[config.mk]
export PLATFORM = sky130hd
export DESIGN_NAME = qbc_burst
export DESIGN_NICKNAME = d
export VERILOG_FILES = /design/src/core/qbc_tick.v /design/src/core/qbc_fifo.v /design/src/core/qbc_burst.v
export VERILOG_INCLUDE_DIRS = /design/src /design/src/core
export SDC_FILE = /design/constraint.sdc
export NUM_CORES = 1
export LEC_CHECK = 0
export BUFFER_PORTS_ARGS = -buffer_cell sky130_fd_sc_hd__buf_2
export CAP_MARGIN = 30
export CORE_MARGIN = 8
export CORE_UTILIZATION = 45
export CTS_BUF_LIST = sky130_fd_sc_hd__clkbuf_8
export DETAILED_ROUTE_END_ITERATION = 8
export PLACE_DENSITY = 0.71
export SLEW_MARGIN = 20
export SYNTH_ARGS = -nofsm -noshare
export SYNTH_HDL_FRONTEND = slang
export SYNTH_SLANG_ARGS = --single-unit
[constraint.sdc]
create_clock -name clk_in -period 6.48 [get_ports clk_in]
set_clock_uncertainty 0.15 [all_clocks]
set_input_delay 0 -clock clk_in [delete_from_list [all_inputs] [get_ports clk_in]]
set_output_delay 0 -clock clk_in [all_outputs]
set_load 0.02 [all_outputs]
[src/core/qbc_regs.vh]
`ifndef QBC_REGS_VH
`define QBC_REGS_VH

// ----
// Register map
// ----
`define QBC_ADDR_PRIMARY     32'h3400000C
`define QBC_ADDR_SECONDARY   32'h34000010
`define QBC_ADDR_STATUS      32'h34000014

`define QBC_PRIMARY_RESET    32'h00000000
`define QBC_SECONDARY_RESET  32'h00000000
`define QBC_SECONDARY_MASK   32'h0000FFFC

// ----
// Field positions (least significant bit of each field)
// ----
`define QBC_F_DUMMY_MODE     30
`define QBC_F_EXTRA_MODE     28
`define QBC_F_ADDR_MODE      26
`define QBC_F_INST_MODE      24
`define QBC_F_EXTRA_BYTE     16
`define QBC_F_WRAP_OPCODE    8
`define QBC_F_NORMAL_OPCODE  0

`define QBC_F_FORCE_DUMMY    15
`define QBC_F_MIN_IDLE       12
`define QBC_F_WRAP_WIDTH     10
`define QBC_F_WRAP_COUNT     8
`define QBC_F_WRAP_SELECT    7
`define QBC_F_DUMMY_COUNT    4
`define QBC_F_TRISTATE       3
`define QBC_F_EXTRA_EN       2

`define QBC_F_STAT_BUSY      0
`define QBC_F_STAT_LEVEL     4

// ----
// Counts and timing
// ----
`define QBC_FORCED_DUMMY     3'h3
`define QBC_CLK_NS           100
`define QBC_SCK_HALF_NS      200
`define QBC_SCK_HALF_CYC     ((`QBC_SCK_HALF_NS + `QBC_CLK_NS - 1) / `QBC_CLK_NS)
`define QBC_FIFO_WIDTH       8
`define QBC_FIFO_DEPTH       16

`endif

[src/core/qbc_tick.v]
`default_nettype none

// ----------------------------------------------------------------------------
// Half-period enable for the serial clock
// ----------------------------------------------------------------------------
module qbc_tick #(
    parameter integer HALF = 2
) (
    input  wire       clk_in,
    input  wire       rst_in,
    input  wire       run_in,
    output wire       tick_out
);
    reg  [7:0] cnt_q;

    // Held at zero while idle so every frame starts with a full half period.
    always @(posedge clk_in or posedge rst_in) begin
        if (rst_in) begin
            cnt_q <= 8'h00;
        end else if (!run_in || tick_out) begin
            cnt_q <= 8'h00;
        end else begin
            cnt_q <= cnt_q + 8'h01;
        end
    end

    assign tick_out = run_in && (cnt_q == HALF[7:0] - 8'h01);
endmodule

`default_nettype wire

[src/core/qbc_fifo.v]
`default_nettype none

// ----------------------------------------------------------------------------
// Flip-flop FIFO with valid and ready on both sides
// ----------------------------------------------------------------------------
module qbc_fifo #(
    parameter integer WIDTH = 8,
    parameter integer DEPTH = 16,
    parameter integer AW    = 4
) (
    input  wire             clk_in,
    input  wire             rst_in,
    input  wire [WIDTH-1:0] in_data_in,
    input  wire             in_valid_in,
    output wire             in_ready_out,
    output wire [WIDTH-1:0] out_data_out,
    output wire             out_valid_out,
    input  wire             out_ready_in,
    output wire [AW:0]      level_out
);
    reg  [WIDTH-1:0] mem_q [0:DEPTH-1];
    reg  [AW:0]      wr_q;
    reg  [AW:0]      rd_q;
    wire             push;
    wire             pop;

    assign level_out     = wr_q - rd_q;
    assign in_ready_out  = (level_out != DEPTH[AW:0]);
    assign out_valid_out = (wr_q != rd_q);
    assign out_data_out  = mem_q[rd_q[AW-1:0]];
    assign push          = in_valid_in && in_ready_out;
    assign pop           = out_valid_out && out_ready_in;

    always @(posedge clk_in) begin
        if (push) begin
            mem_q[wr_q[AW-1:0]] <= in_data_in;
        end
    end

    always @(posedge clk_in or posedge rst_in) begin
        if (rst_in) begin
            wr_q <= {(AW+1){1'b0}};
            rd_q <= {(AW+1){1'b0}};
        end else begin
            if (push) begin
                wr_q <= wr_q + 1'b1;
            end
            if (pop) begin
                rd_q <= rd_q + 1'b1;
            end
        end
    end
endmodule

`default_nettype wire

[src/core/qbc_burst.v]
// Notes on behaviour
// - Dummy phase uses its lane mode field
// - Extra-byte phase uses its lane mode field
// - Address phase uses its lane mode field
// - Instruction phase uses its lane mode field
// - Enabled extra byte follows the address
// - Matching wrap burst sends the wrap opcode
// - Incremental and single reads send normal opcode
// - Wrap select off means normal opcode always
// - Force bit gives exactly three dummy bytes
// - Chip select idles high at least minimum cycles
// - Dummy count codes: none, one, two, four
// - Extra byte omitted when its enable is clear
// - Low nibble of extra byte released optionally
//
// The address-and-strobe port was left to the implementer.
`include "qbc_regs.vh"
`default_nettype none

module qbc_burst (
    input  wire        clk_in,
    input  wire        rst_in,
    input  wire [31:0] bus_addr_in,
    input  wire [31:0] bus_wdata_in,
    input  wire        bus_wr_in,
    input  wire        bus_rd_in,
    output wire [31:0] bus_rdata_out,
    input  wire        req_valid_in,
    output wire        req_ready_out,
    input  wire [23:0] req_addr_in,
    input  wire [4:0]  req_len_in,
    input  wire        req_wrap_in,
    input  wire [1:0]  req_wrap_len_in,
    input  wire [1:0]  req_wrap_size_in,
    output wire [7:0]  rd_data_out,
    output wire        rd_valid_out,
    input  wire        rd_ready_in,
    output wire        flash_sck_out,
    output wire        flash_cs_n_out,
    output wire [3:0]  flash_io_out,
    output wire [3:0]  flash_io_oe_out,
    input  wire [3:0]  flash_io_in
);
    // ----
    // States
    // ----
    localparam [2:0] ST_IDLE  = 3'h0;
    localparam [2:0] ST_INST  = 3'h1;
    localparam [2:0] ST_ADDR  = 3'h2;
    localparam [2:0] ST_EXTRA = 3'h3;
    localparam [2:0] ST_DUMMY = 3'h4;
    localparam [2:0] ST_DATA  = 3'h5;
    localparam [2:0] ST_GAP   = 3'h6;

    reg  [31:0] cfg_a_q;
    reg  [31:0] cfg_b_q;
    reg  [31:0] rdata_q;
    reg  [2:0]  state_q;
    reg  [31:0] sh_q;
    reg  [23:0] addr_q;
    reg  [8:0]  cnt_q;
    reg  [7:0]  rx_q;
    reg  [4:0]  len_q;
    reg  [3:0]  gap_q;
    reg         sck_q;
    reg         cs_n_q;
    reg  [3:0]  io_q;
    reg  [3:0]  oe_q;
    reg  [3:0]  sync1_q;
    reg  [3:0]  sync2_q;

    wire        tick;
    wire        fifo_ready;
    wire [4:0]  fifo_level;
    wire        active;
    wire        stall;
    wire        run;

    // ----
    // Configuration fields
    // ----
    wire [1:0]  dummy_phase_lane_mode       = cfg_a_q[`QBC_F_DUMMY_MODE +: 2];
    wire [1:0]  extra_phase_lane_mode       = cfg_a_q[`QBC_F_EXTRA_MODE +: 2];
    wire [1:0]  address_phase_lane_mode     = cfg_a_q[`QBC_F_ADDR_MODE +: 2];
    wire [1:0]  instruction_phase_lane_mode = cfg_a_q[`QBC_F_INST_MODE +: 2];
    wire [7:0]  extra_mode_byte_value       = cfg_a_q[`QBC_F_EXTRA_BYTE +: 8];
    wire [7:0]  wrapping_burst_opcode       = cfg_a_q[`QBC_F_WRAP_OPCODE +: 8];
    wire [7:0]  normal_read_opcode          = cfg_a_q[`QBC_F_NORMAL_OPCODE +: 8];
    wire        force_three_dummy           = cfg_b_q[`QBC_F_FORCE_DUMMY];
    wire [2:0]  min_select_idle_cycles      = cfg_b_q[`QBC_F_MIN_IDLE +: 3];
    wire [1:0]  wrap_beat_width             = cfg_b_q[`QBC_F_WRAP_WIDTH +: 2];
    wire [1:0]  wrap_beat_count             = cfg_b_q[`QBC_F_WRAP_COUNT +: 2];
    wire        wrap_opcode_select          = cfg_b_q[`QBC_F_WRAP_SELECT];
    wire [1:0]  dummy_byte_count            = cfg_b_q[`QBC_F_DUMMY_COUNT +: 2];
    wire        extra_low_nibble_tristate   = cfg_b_q[`QBC_F_TRISTATE];
    wire        extra_mode_byte_enable      = cfg_b_q[`QBC_F_EXTRA_EN];

    // ----
    // Register port
    // ----
    always @(posedge clk_in or posedge rst_in) begin
        if (rst_in) begin
            cfg_a_q <= `QBC_PRIMARY_RESET;
            cfg_b_q <= `QBC_SECONDARY_RESET;
        end else if (bus_wr_in) begin
            if (bus_addr_in == `QBC_ADDR_PRIMARY) begin
                cfg_a_q <= bus_wdata_in;
            end
            if (bus_addr_in == `QBC_ADDR_SECONDARY) begin
                cfg_b_q <= bus_wdata_in & `QBC_SECONDARY_MASK;
            end
        end
    end

    // Read data stands for exactly one cycle; unmapped addresses read zero.
    always @(posedge clk_in or posedge rst_in) begin
        if (rst_in) begin
            rdata_q <= 32'h00000000;
        end else if (bus_rd_in) begin
            case (bus_addr_in)
                `QBC_ADDR_PRIMARY: begin
                    rdata_q <= cfg_a_q;
                end
                `QBC_ADDR_SECONDARY: begin
                    rdata_q <= cfg_b_q;
                end
                `QBC_ADDR_STATUS: begin
                    rdata_q <= {23'h000000, fifo_level, 3'h0, active || state_q == ST_GAP};
                end
                default: begin
                    rdata_q <= 32'h00000000;
                end
            endcase
        end else begin
            rdata_q <= 32'h00000000;
        end
    end

    assign bus_rdata_out = rdata_q;

    // ----
    // Opcode choice, dummy count and per-phase loads
    // ----
    wire wrap_match = wrap_opcode_select && req_wrap_in && (req_wrap_len_in == wrap_beat_count)
                      && (req_wrap_size_in == wrap_beat_width);
    wire [7:0] opcode = wrap_match ? wrapping_burst_opcode : normal_read_opcode;

    reg  [2:0] dummy_bytes;
    always @* begin
        if (force_three_dummy) begin
            dummy_bytes = `QBC_FORCED_DUMMY;
        end else begin
            case (dummy_byte_count)
                2'h0:    dummy_bytes = 3'h0;
                2'h1:    dummy_bytes = 3'h1;
                2'h2:    dummy_bytes = 3'h2;
                default: dummy_bytes = 3'h4;
            endcase
        end
    end

    // Reserved lane code 3 falls back to one lane.
    function [1:0] lane_shift;
        input [1:0] mode;
        begin
            lane_shift = (mode == 2'h3) ? 2'h0 : mode;
        end
    endfunction

    reg  [1:0] cur_shift;
    always @* begin
        case (state_q)
            ST_INST:  cur_shift = lane_shift(instruction_phase_lane_mode);
            ST_ADDR:  cur_shift = lane_shift(address_phase_lane_mode);
            ST_EXTRA: cur_shift = lane_shift(extra_phase_lane_mode);
            ST_DUMMY: cur_shift = lane_shift(dummy_phase_lane_mode);
            ST_DATA:  cur_shift = lane_shift(address_phase_lane_mode);
            default:  cur_shift = 2'h0;
        endcase
    end

    // Phase that follows the current one, with its shift data, bit count and lane shift.
    reg  [2:0]  nxt_state;
    reg  [31:0] nxt_sh;
    reg  [8:0]  nxt_bits;
    reg  [1:0]  nxt_shift;
    always @* begin
        nxt_state = ST_GAP;
        nxt_sh    = 32'h00000000;
        nxt_bits  = 9'h008;
        nxt_shift = 2'h0;
        if (state_q == ST_IDLE) begin
            nxt_state = ST_INST;
        end else if (state_q == ST_INST) begin
            nxt_state = ST_ADDR;
        end else if (state_q == ST_ADDR && extra_mode_byte_enable) begin
            nxt_state = ST_EXTRA;
        end else if ((state_q == ST_ADDR || state_q == ST_EXTRA) && dummy_bytes != 3'h0) begin
            nxt_state = ST_DUMMY;
        end else if (state_q != ST_DATA) begin
            nxt_state = ST_DATA;
        end
        case (nxt_state)
            ST_INST: begin
                nxt_sh    = {opcode, 24'h000000};
                nxt_shift = lane_shift(instruction_phase_lane_mode);
            end
            ST_ADDR: begin
                nxt_sh    = {addr_q, 8'h00};
                nxt_bits  = 9'h018;
                nxt_shift = lane_shift(address_phase_lane_mode);
            end
            ST_EXTRA: begin
                nxt_sh    = {extra_mode_byte_value, 24'h000000};
                nxt_shift = lane_shift(extra_phase_lane_mode);
            end
            ST_DUMMY: begin
                nxt_bits  = {3'h0, dummy_bytes, 3'h0};
                nxt_shift = lane_shift(dummy_phase_lane_mode);
            end
            ST_DATA: begin
                nxt_bits  = {1'b0, len_q, 3'h0} + 9'h008;
                nxt_shift = lane_shift(address_phase_lane_mode);
            end
            default: begin
                nxt_bits  = 9'h008;
            end
        endcase
    end

    // ----
    // Sequencer
    // ----
    wire [8:0]  load_cnt     = (nxt_bits >> nxt_shift) - 9'h001;
    wire [2:0]  cyc_per_byte = 3'h7 >> cur_shift;
    wire        byte_done    = (cnt_q[2:0] & cyc_per_byte) == 3'h0;
    reg  [7:0]  rx_next;

    always @* begin
        case (cur_shift)
            2'h1:    rx_next = {rx_q[5:0], sync2_q[1:0]};
            2'h2:    rx_next = {rx_q[3:0], sync2_q};
            default: rx_next = {rx_q[6:0], sync2_q[1]};
        endcase
    end

    assign active        = (state_q != ST_IDLE) && (state_q != ST_GAP);
    // A full FIFO holds the clock low before a data cycle, so no byte is lost.
    assign stall         = (state_q == ST_DATA) && !sck_q && !fifo_ready;
    assign run           = (active && !stall) || (state_q == ST_GAP);
    assign req_ready_out = (state_q == ST_IDLE);

    always @(posedge clk_in or posedge rst_in) begin
        if (rst_in) begin
            state_q <= ST_IDLE;
            sh_q    <= 32'h00000000;
            cnt_q   <= 9'h000;
            rx_q    <= 8'h00;
            len_q   <= 5'h00;
            addr_q  <= 24'h000000;
            gap_q   <= 4'h0;
            sck_q   <= 1'b0;
            cs_n_q  <= 1'b1;
        end else if (state_q == ST_IDLE) begin
            if (req_valid_in) begin
                addr_q  <= req_addr_in;
                len_q   <= req_len_in;
                sh_q    <= nxt_sh;
                cnt_q   <= load_cnt;
                cs_n_q  <= 1'b0;
                state_q <= ST_INST;
            end
        end else if (state_q == ST_GAP) begin
            if (tick) begin
                if (gap_q == 4'h0) begin
                    state_q <= ST_IDLE;
                end else begin
                    gap_q <= gap_q - 4'h1;
                end
            end
        end else if (tick) begin
            if (!sck_q) begin
                sck_q <= 1'b1;
            end else begin
                sck_q <= 1'b0;
                sh_q  <= sh_q << (3'h1 << cur_shift);
                if (state_q == ST_DATA) begin
                    rx_q <= rx_next;
                end
                if (cnt_q != 9'h000) begin
                    cnt_q <= cnt_q - 9'h001;
                end else begin
                    state_q <= nxt_state;
                    sh_q    <= nxt_sh;
                    cnt_q   <= load_cnt;
                    if (nxt_state == ST_GAP) begin
                        cs_n_q <= 1'b1;
                        gap_q  <= {min_select_idle_cycles, 1'b0};
                    end
                end
            end
        end
    end

    // ----
    // Pin drive and input synchroniser
    // ----
    wire [9:0] rem_bits = {1'b0, cnt_q + 9'h001} << cur_shift;
    wire       nib_off  = (state_q == ST_EXTRA) && extra_low_nibble_tristate
                          && (rem_bits <= 10'h004);
    reg  [3:0] io_d;
    reg  [3:0] oe_d;

    always @* begin
        io_d = 4'h0;
        oe_d = 4'h0;
        if (active && state_q != ST_DATA && !nib_off) begin
            case (cur_shift)
                2'h1: begin
                    io_d = {2'h0, sh_q[31:30]};
                    oe_d = 4'h3;
                end
                2'h2: begin
                    io_d = sh_q[31:28];
                    oe_d = 4'hF;
                end
                default: begin
                    io_d = {3'h0, sh_q[31]};
                    oe_d = 4'h1;
                end
            endcase
        end
    end

    always @(posedge clk_in or posedge rst_in) begin
        if (rst_in) begin
            io_q    <= 4'h0;
            oe_q    <= 4'h0;
            sync1_q <= 4'h0;
            sync2_q <= 4'h0;
        end else begin
            io_q    <= io_d;
            oe_q    <= oe_d;
            sync1_q <= flash_io_in;
            sync2_q <= sync1_q;
        end
    end

    assign flash_sck_out   = sck_q;
    assign flash_cs_n_out  = cs_n_q;
    assign flash_io_out    = io_q;
    assign flash_io_oe_out = oe_q;

    // ----
    // Serial clock pacing and read buffer
    // ----
    qbc_tick #(
        .HALF (`QBC_SCK_HALF_CYC)
    ) u_tick (
        .clk_in   (clk_in),
        .rst_in   (rst_in),
        .run_in   (run),
        .tick_out (tick)
    );

    wire push = (state_q == ST_DATA) && tick && sck_q && byte_done;

    qbc_fifo #(
        .WIDTH (`QBC_FIFO_WIDTH),
        .DEPTH (`QBC_FIFO_DEPTH),
        .AW    (4)
    ) u_fifo (
        .clk_in        (clk_in),
        .rst_in        (rst_in),
        .in_data_in    (rx_next),
        .in_valid_in   (push),
        .in_ready_out  (fifo_ready),
        .out_data_out  (rd_data_out),
        .out_valid_out (rd_valid_out),
        .out_ready_in  (rd_ready_in),
        .level_out     (fifo_level)
    );
endmodule

`default_nettype wire

==> summary.txt, run 1 <==
Power and ir drop
  • Net Sw Frac: 35.2%
  • PD cells: 331 nW/um^2
  • Leakage: 8.70 nW
  • Total power: 0.00660 W
  • Flop pwr share: 41.1%
  • Clock power frac: 26.6%
  • Sw Pwr: 0.00232 W
  • Maximum VDD drop: 343 uV
  • Power share of the combinational group: 32.4%
  • Int Pwr: 0.00428 W

Floorplan
  • Chip width: 203 um
  • Ports: 160
  • Core Rows: 68
  • Die height: 203 um
  • Initial Utilization: 45.7%
  • Die Footprint: 41200 um^2
  • Core box area: 34500 um^2

Worst setup path
  • Critical path endpoint category: flip-flop
  • Critical Path Fanout Max: 22
  • Kind of critical path: flip-flop to flip-flop
  • Worst EP required: 6580 ps
  • Crit start category: flip-flop
  • CP arrival: 4650 ps

Global route
  • Global-route wire length before repair: 66100 um
  • Grt ovf: 0
  • Initial antenna violation count: 2
  • Vias in the first global route: 12200
  • Largest net degree at the start of global routing: 124
  • Tot GR Track Use: 19.9%

Clock network
  • Num CTS Buffers: 52
  • Clk slew on worst S/H paths: 60 ps
  • CTS resizes: 0
  • CTS Root Cell: clkbuf_8
  • CTS sink cnt: 325
  • Clock H-tree levels: 2
  • CTS Buffer Depth: 3
  • CTS tree: built
  • Post-CTS Setup Inserts: 0
  • Worst skew pair latency: 600 ps

Yosys
  • Syn Nets: 1439
  • Number of synthesized flops with an enable pin: 128
  • Ys flop type: dfrtp_1
  • Yosys warning count: 0
  • Cells after Synth: 1309
  • Post-synthesis area per instance: 12.0 um^2
  • Yosys reg bits: 325
  • Post-Synthesis Cell Area: 15700 um^2
  • Distinct cells, synth: 88
  • Register area share after synthesis: 55.8%
  • Synth async-reset ratio: 60.6%

Cells and area
  • Fraction of layout cells with a size suffix above 1: 24.0%
  • Most frequent cells in the layout: dfrtp_1, dlygate4sd3_1, buf_2, nand2_1, edfxtp_1
  • Area Overhead vs Synth: 26.8%
  • Fin area: 20000 um^2
  • Final core occ: 57.9%
  • Most common cell after layout, fill and taps aside: dfrtp_1
  • Nets: 1784

Drt
  • Met2 routed WL: 20500 um
  • Drt total wl: 42000 um
  • Post-route ant nets: 0
  • Vias/cell: 5.50
  • Via Count: 11900
  • Wire per inst: 19.5 um
  • Met3 WL post-DR: 2680 um
  • Initial drt markers: 852
  • Remaining DRCs: 0
  • DR pass1 iterations: 5
  • Uppermost routed layer: met4
  • M1 wire length: 17900 um

Timing
  • Final period utilization: 70.2%
  • Highest Clock Rate: 220 MHz
  • Final setup viols: 0
  • Actual slew at the worst max-slew pin: 904 ps
  • Setup TNS: 0 ps
  • Clock period minus worst slack: 4550 ps
  • Hold Vio Cnt, Final: 0
  • RSZ-0062 raised after global routing: false
  • Slew headroom: 39.5%
  • Slew Viols, Final: 0
  • Setup ws final: 1930 ps

Placed design
  • Port bufs: 159
  • Pre-CTS setup slack: 1700 ps
  • Dpl hpwl: 26600 um
  • RePlAce Congestion: 0.924
  • Placed cell areas: 17000 um^2

Job
  • MaxCap Viol Count: 0

Run status
  • Status: complete, no violations

Min path
  • Min-delay worst type: input pin to flip-flop
-- cells by family (layout without fill, tap and decap cells) --
kind of cell | after synthesis | after routing | share of synthesized area (%)
AOI/OAI and AO/OA | 235 | 235 | 10.3
xor gates and xnor gates | 31 | 31 | 1.73
adders and majority gates | 22 | 22 | 1.80
buffers and inverters | 103 | 492 | 2.70
DFF | 325 | 325 | 55.8
muxes | 171 | 171 | 14.6
other | 1 | 2 | 0.0238
and+or+nand+nor | 421 | 421 | 13.1
-- power by group through the flow --
stage / sequential (W) / combinational [W] / clock [W]
2_1_floorplan: 0.00260 / 0.00151 / 0
3_3_place_gp: 0.00273 / 0.00183 / 0
3_5_place_dp: 0.00274 / 0.00188 / 0
4_1_cts: 0.00270 / 0.00210 / 0.00178
5_1_grt: 0.00275 / 0.00237 / 0.00188
6_report: 0.00271 / 0.00214 / 0.00175
-- registers in the layout (all words and copies together) (netlist names) --
signal	count
u_fifo.mem_q	128
bus_rdata_out	32
cfg_a_q	32
sh_q	32
addr_q	24
cfg_b_q	14
cnt_q	9
u_tick.cnt_q	8
rx_q	7
len_q	5
u_fifo.rd_q	5
u_fifo.wr_q	5
flash_io_out	4
gap_q	4
sync1_q	4
sync2_q	4
flash_io_oe_out	3
state_q	3
flash_cs_n_out	1
flash_sck_out	1
-- worst paths after layout --
path	depth (start not counted)	endpoint	from	slack [ps]
min	3	cfg_a_q[27]	bus_wdata_in[27]	50
max reg2reg	12	u_fifo.mem_q[0][6]	state_q[1]	1930
min in group asynchronous	4	flash_io_oe_out[1]	rst_in	560
max in group asynchronous	6	gap_q[2]	rst_in	4370
max	12	u_fifo.mem_q[0][6]	state_q[1]	1930
min reg2reg	0	sync2_q[1]	sync1_q[1]	200
-- synthesized netlist by cell type (all sizes together) (4+ instances only) --
cell,number,area share [%]
a31oi,10,0.40
inv,27,0.64
xnor2,17,0.95
nor4,10,0.48
ha,21,1.7
buf,24,0.82
o21ai,46,1.5
nand3,28,0.92
o22ai,7,0.28
o221ai,4,0.22
nor2,97,2.3
nand2,152,3.6
mux4,40,5.7
mux2,64,4.6
nand2b,13,0.52
a222oi,14,0.89
nor2b,20,0.80
nor3b,13,0.65
a21o,4,0.19
o211ai,4,0.28
o31ai,5,0.33
o21a,5,0.24
edfxtp,128,24
a211oi,8,0.41
a22oi,19,0.91
dfrtp,196,31
and3,23,0.91
xor2,14,0.78
mux2i,67,4.3
a21oi,79,2.6
nor3,14,0.61
a22o,4,0.22
nand3b,4,0.19
nand4,9,0.36
clkbuf,50,1.2
and2,23,0.91
-- worst max-delay path: stages (launching register included) --
cell     delay (ps)
dfrtp_1         710
nor2b_1         530
a22oi_1         180
o21ai_1         480
inv_1           180
ha_2            330
nand2_1          90
o21ai_0          80
nor2_1          120
nand2_1          80
a21oi_2         300
nor3b_1         470
and2_1          480
-- stage by stage --
| step | hold WS [ps] | cells |
|---|---|---|
| after global placement | -40.4 | 1869 |
| after CTS | 14.1 | 2148 |
| after detailed placement | -40.6 | 1871 |
| after global routing | 45.6 | 2154 |
| final | 47.1 | 2154 |
| after floorplan | -119 | 1309 |
-- layout make-up --
class,instances,area (um^2)
antenna,1,2.50
timing repair buffer,365,2860
clock buffer,64,881
multi-input combinational,881,6570
fill,2768,14500
sequential,325,8780
inverter,29,116
clock inverter,34,180
tap,455,569
-- metal layers --
layer	vias up	GRT usage [%]
li1	5517	-
met1	5901	26.4
met2	361	32.6
met3	77	4.37
met4	0	5.36
met5	-	0
-- timing repair --
item                                    in CTS  in global routing
endpoints found under the hold margin      246                  0
hold buffers                               179                  0
endpoints found under the setup margin       0                  0
(Power assumes the default switching activity.)
==> run 2: changes to the inputs <==
--- a/config.mk
+++ b/config.mk
@@ -12,7 +12,7 @@
 export CORE_UTILIZATION = 45
 export CTS_BUF_LIST = sky130_fd_sc_hd__clkbuf_8
 export DETAILED_ROUTE_END_ITERATION = 8
-export PLACE_DENSITY = 0.71
+export PLACE_DENSITY = 0.73
 export SLEW_MARGIN = 20
 export SYNTH_ARGS = -nofsm -noshare
 export SYNTH_HDL_FRONTEND = slang
==> constraint.sdc (replaced) <==
create_clock -name clk_in -period 3.9 [get_ports clk_in]
set_clock_uncertainty 0.15 [all_clocks]
set_input_delay 0 -clock clk_in [delete_from_list [all_inputs] [get_ports clk_in]]
set_output_delay 0 -clock clk_in [all_outputs]
set_load 0.02 [all_outputs]
==> run 2 against run 1 <==
Flip-flop and latch count is the same. Routed wire length down 0.42%. Clock power rose by 74%. Critical path depth unchanged.
==> summary.txt, run 2 (synthesis gave the netlist of run 1 again) <==
Run status
  • Status: complete, no violations

Placed design
  • Port bufs: 159
  • Inst Count DP: 1899
  • RePlAce Congestion: 0.870
  • Dpl hpwl: 28000 um

Drt
  • Drt total wl: 41800 um
  • DR pass1 iterations: 6
  • Remaining DRCs: 0
  • Wire per inst: 19.4 um
  • Vias/cell: 5.56
  • Met3 WL post-DR: 2460 um
  • Met2 routed WL: 20900 um
  • Initial drt markers: 837
  • Post-route ant nets: 0
  • Uppermost routed layer: met4
  • Via Count: 12000
  • M1 wire length: 17500 um

Timing
  • Hold Vio Cnt, Final: 0
  • Final period utilization: 95.2%
  • Slew Viols, Final: 0
  • Actual slew at the worst max-slew pin: 834 ps
  • RSZ-0062 raised after global routing: false
  • Highest Clock Rate: 269 MHz
  • Setup TNS: 0 ps
  • Slew headroom: 44.1%
  • Final setup viols: 0
  • Clock period minus worst slack: 3710 ps

Cells and area
  • Fraction of layout cells with a size suffix above 1: 25.2%
  • Area Overhead vs Synth: 27.0%
  • Fill count: 2746
  • Most common cell after layout, fill and taps aside: dfrtp_1
  • Final core occ: 58.0%
  • Most frequent cells in the layout: dfrtp_1, dlygate4sd3_1, buf_2, nand2_1, edfxtp_1
  • Ant diodes: 0
  • Nets: 1796
  • Largest register FFs: 128
  • Non-Filler Instances: 2162

Worst setup path
  • Crit start category: flip-flop
  • Critical path endpoint category: flip-flop
  • Cell family with most CP delay: compound AO/OA/AOI/OAI gates
  • Slowest cell on crit path: fa_1
  • Critical Path Fanout Max: 8
  • Kind of critical path: flip-flop to flip-flop
  • Crit-path max cell delay: 470 ps
  • Worst path cell trace: inv_1, ha_1, inv_1, fa_1, a21o_1, a21oi_1, xnor2_1, o211ai_1, nand2_1, a21oi_2, nor3b_2, and2_2
  • Worst path bufs/invs: 2
  • CP arrival: 3840 ps
  • Worst EP required: 4020 ps
  • Most frequent CP cell: inv_1

Floorplan
  • Chip width: 203 um
  • Ports: 160
  • Core Rows: 68
  • Die height: 203 um
  • Initial Utilization: 45.7%
  • Core box area: 34500 um^2
  • Die Footprint: 41200 um^2

Job
  • MaxCap Viol Count: 0

Clock network
  • Worst skew pair latency: 590 ps
  • CTS tree: built
  • Post-CTS Setup Inserts: 0
  • CTS Root Cell: clkbuf_8
  • Clk slew on worst S/H paths: 70 ps
  • CTS sink cnt: 325
  • CTS Buffer Depth: 3
  • Num CTS Buffers: 52
  • Clock H-tree levels: 2

Global route
  • Tot GR Track Use: 19.9%
  • Vias in the first global route: 12300
  • Grt ovf: 0
  • Initial antenna violation count: 0
  • Global-route wire length before repair: 66500 um
  • Largest net degree at the start of global routing: 143

Power and ir drop
  • Maximum VDD drop: 455 uV
  • PD cells: 558 nW/um^2
  • Leakage: 8.72 nW

Min path
  • Min-delay worst type: input pin to flip-flop
[run 2: cell types whose count changed in the layout (fill, tap and decap cells not counted), moves of 3 or more]
cell,before,now
buf_4,20,48
dlygate4sd3_1,179,168
and2_1,22,14
and2_2,0,8
clkinv_2,10,6
bufinv_16,0,3
[run 2: through the flow]
step / hold slack [ps] / area [um^2] / power [W] / setup WS [ps]
finish: 46.0 / 20000 / 0.0112 / 186
global route: 32.3 / 20000 / 0.0118 / 16.6
CTS: 15.5 / 20000 / 0.0111 / 39.1
detailed placement: -60.9 / 17200 / 0.00773 / 41.8
global placement: -61.1 / 17200 / 0.00763 / 289
floorplan: -119 / 15700 / 0.00682 / 313
[run 2: layer usage]
layer / global-route usage (%) / up-vias
met2: 33.2 / 437
met3: 3.32 / 65
li1: - / 5530
met1: 26.2 / 5992
met4: 6.35 / 0
met5: 0 / -
[run 2: final cells by class]
type                       instances  area (um^2)  area share (%)
sequential                       325         8780            43.9
multi-input combinational        881         6560            32.8
timing repair buffer             377         2860            14.3
clock inverter                    32          226            1.13
inverter                          29          113           0.564
tap                              455          569            2.85
clock buffer                      63          867            4.34
[run 2: report_power, final]
group | internal [W] | leakage (nW) | total, W | switching (W)
Sequential | 0.00400 | 3.55 | 0.00443 | 0.000420
Clock | 0.00167 | 0.617 | 0.00305 | 0.00138
Combinational | 0.00166 | 4.56 | 0.00368 | 0.00202
Total | 0.00733 | 8.72 | 0.0112 | 0.00382
[run 2: worst min-delay path, delay by kind of cell]
family | cells | cell delay [ps]
mux | 1 | 130
buf+inv | 2 | 630
[run 2: repair_timing]
item / 4_1_cts / 5_1_grt
pin swaps: 0 / 0
resized for setup: 1 / 9
endpoints found under the hold margin: 321 / 0
hold buffers: 168 / 0
setup endpoints to repair: 6 / 64
[run 2: final timing paths]
check | from | endpoint | slack, ps | cells after the start
hold / removal | bus_wdata_in[9] | cfg_b_q[9] | 50 | 3
setup reg to reg | u_fifo.wr_q[0] | u_fifo.mem_q[9][3] | 190 | 12
max in group asynchronous | rst_in | u_fifo.rd_q[0] | 2030 | 5
hold reg to reg | sync1_q[3] | sync2_q[3] | 190 | 0
setup / recovery | u_fifo.wr_q[0] | u_fifo.mem_q[9][3] | 190 | 12
min in group asynchronous | rst_in | sh_q[7] | 450 | 4
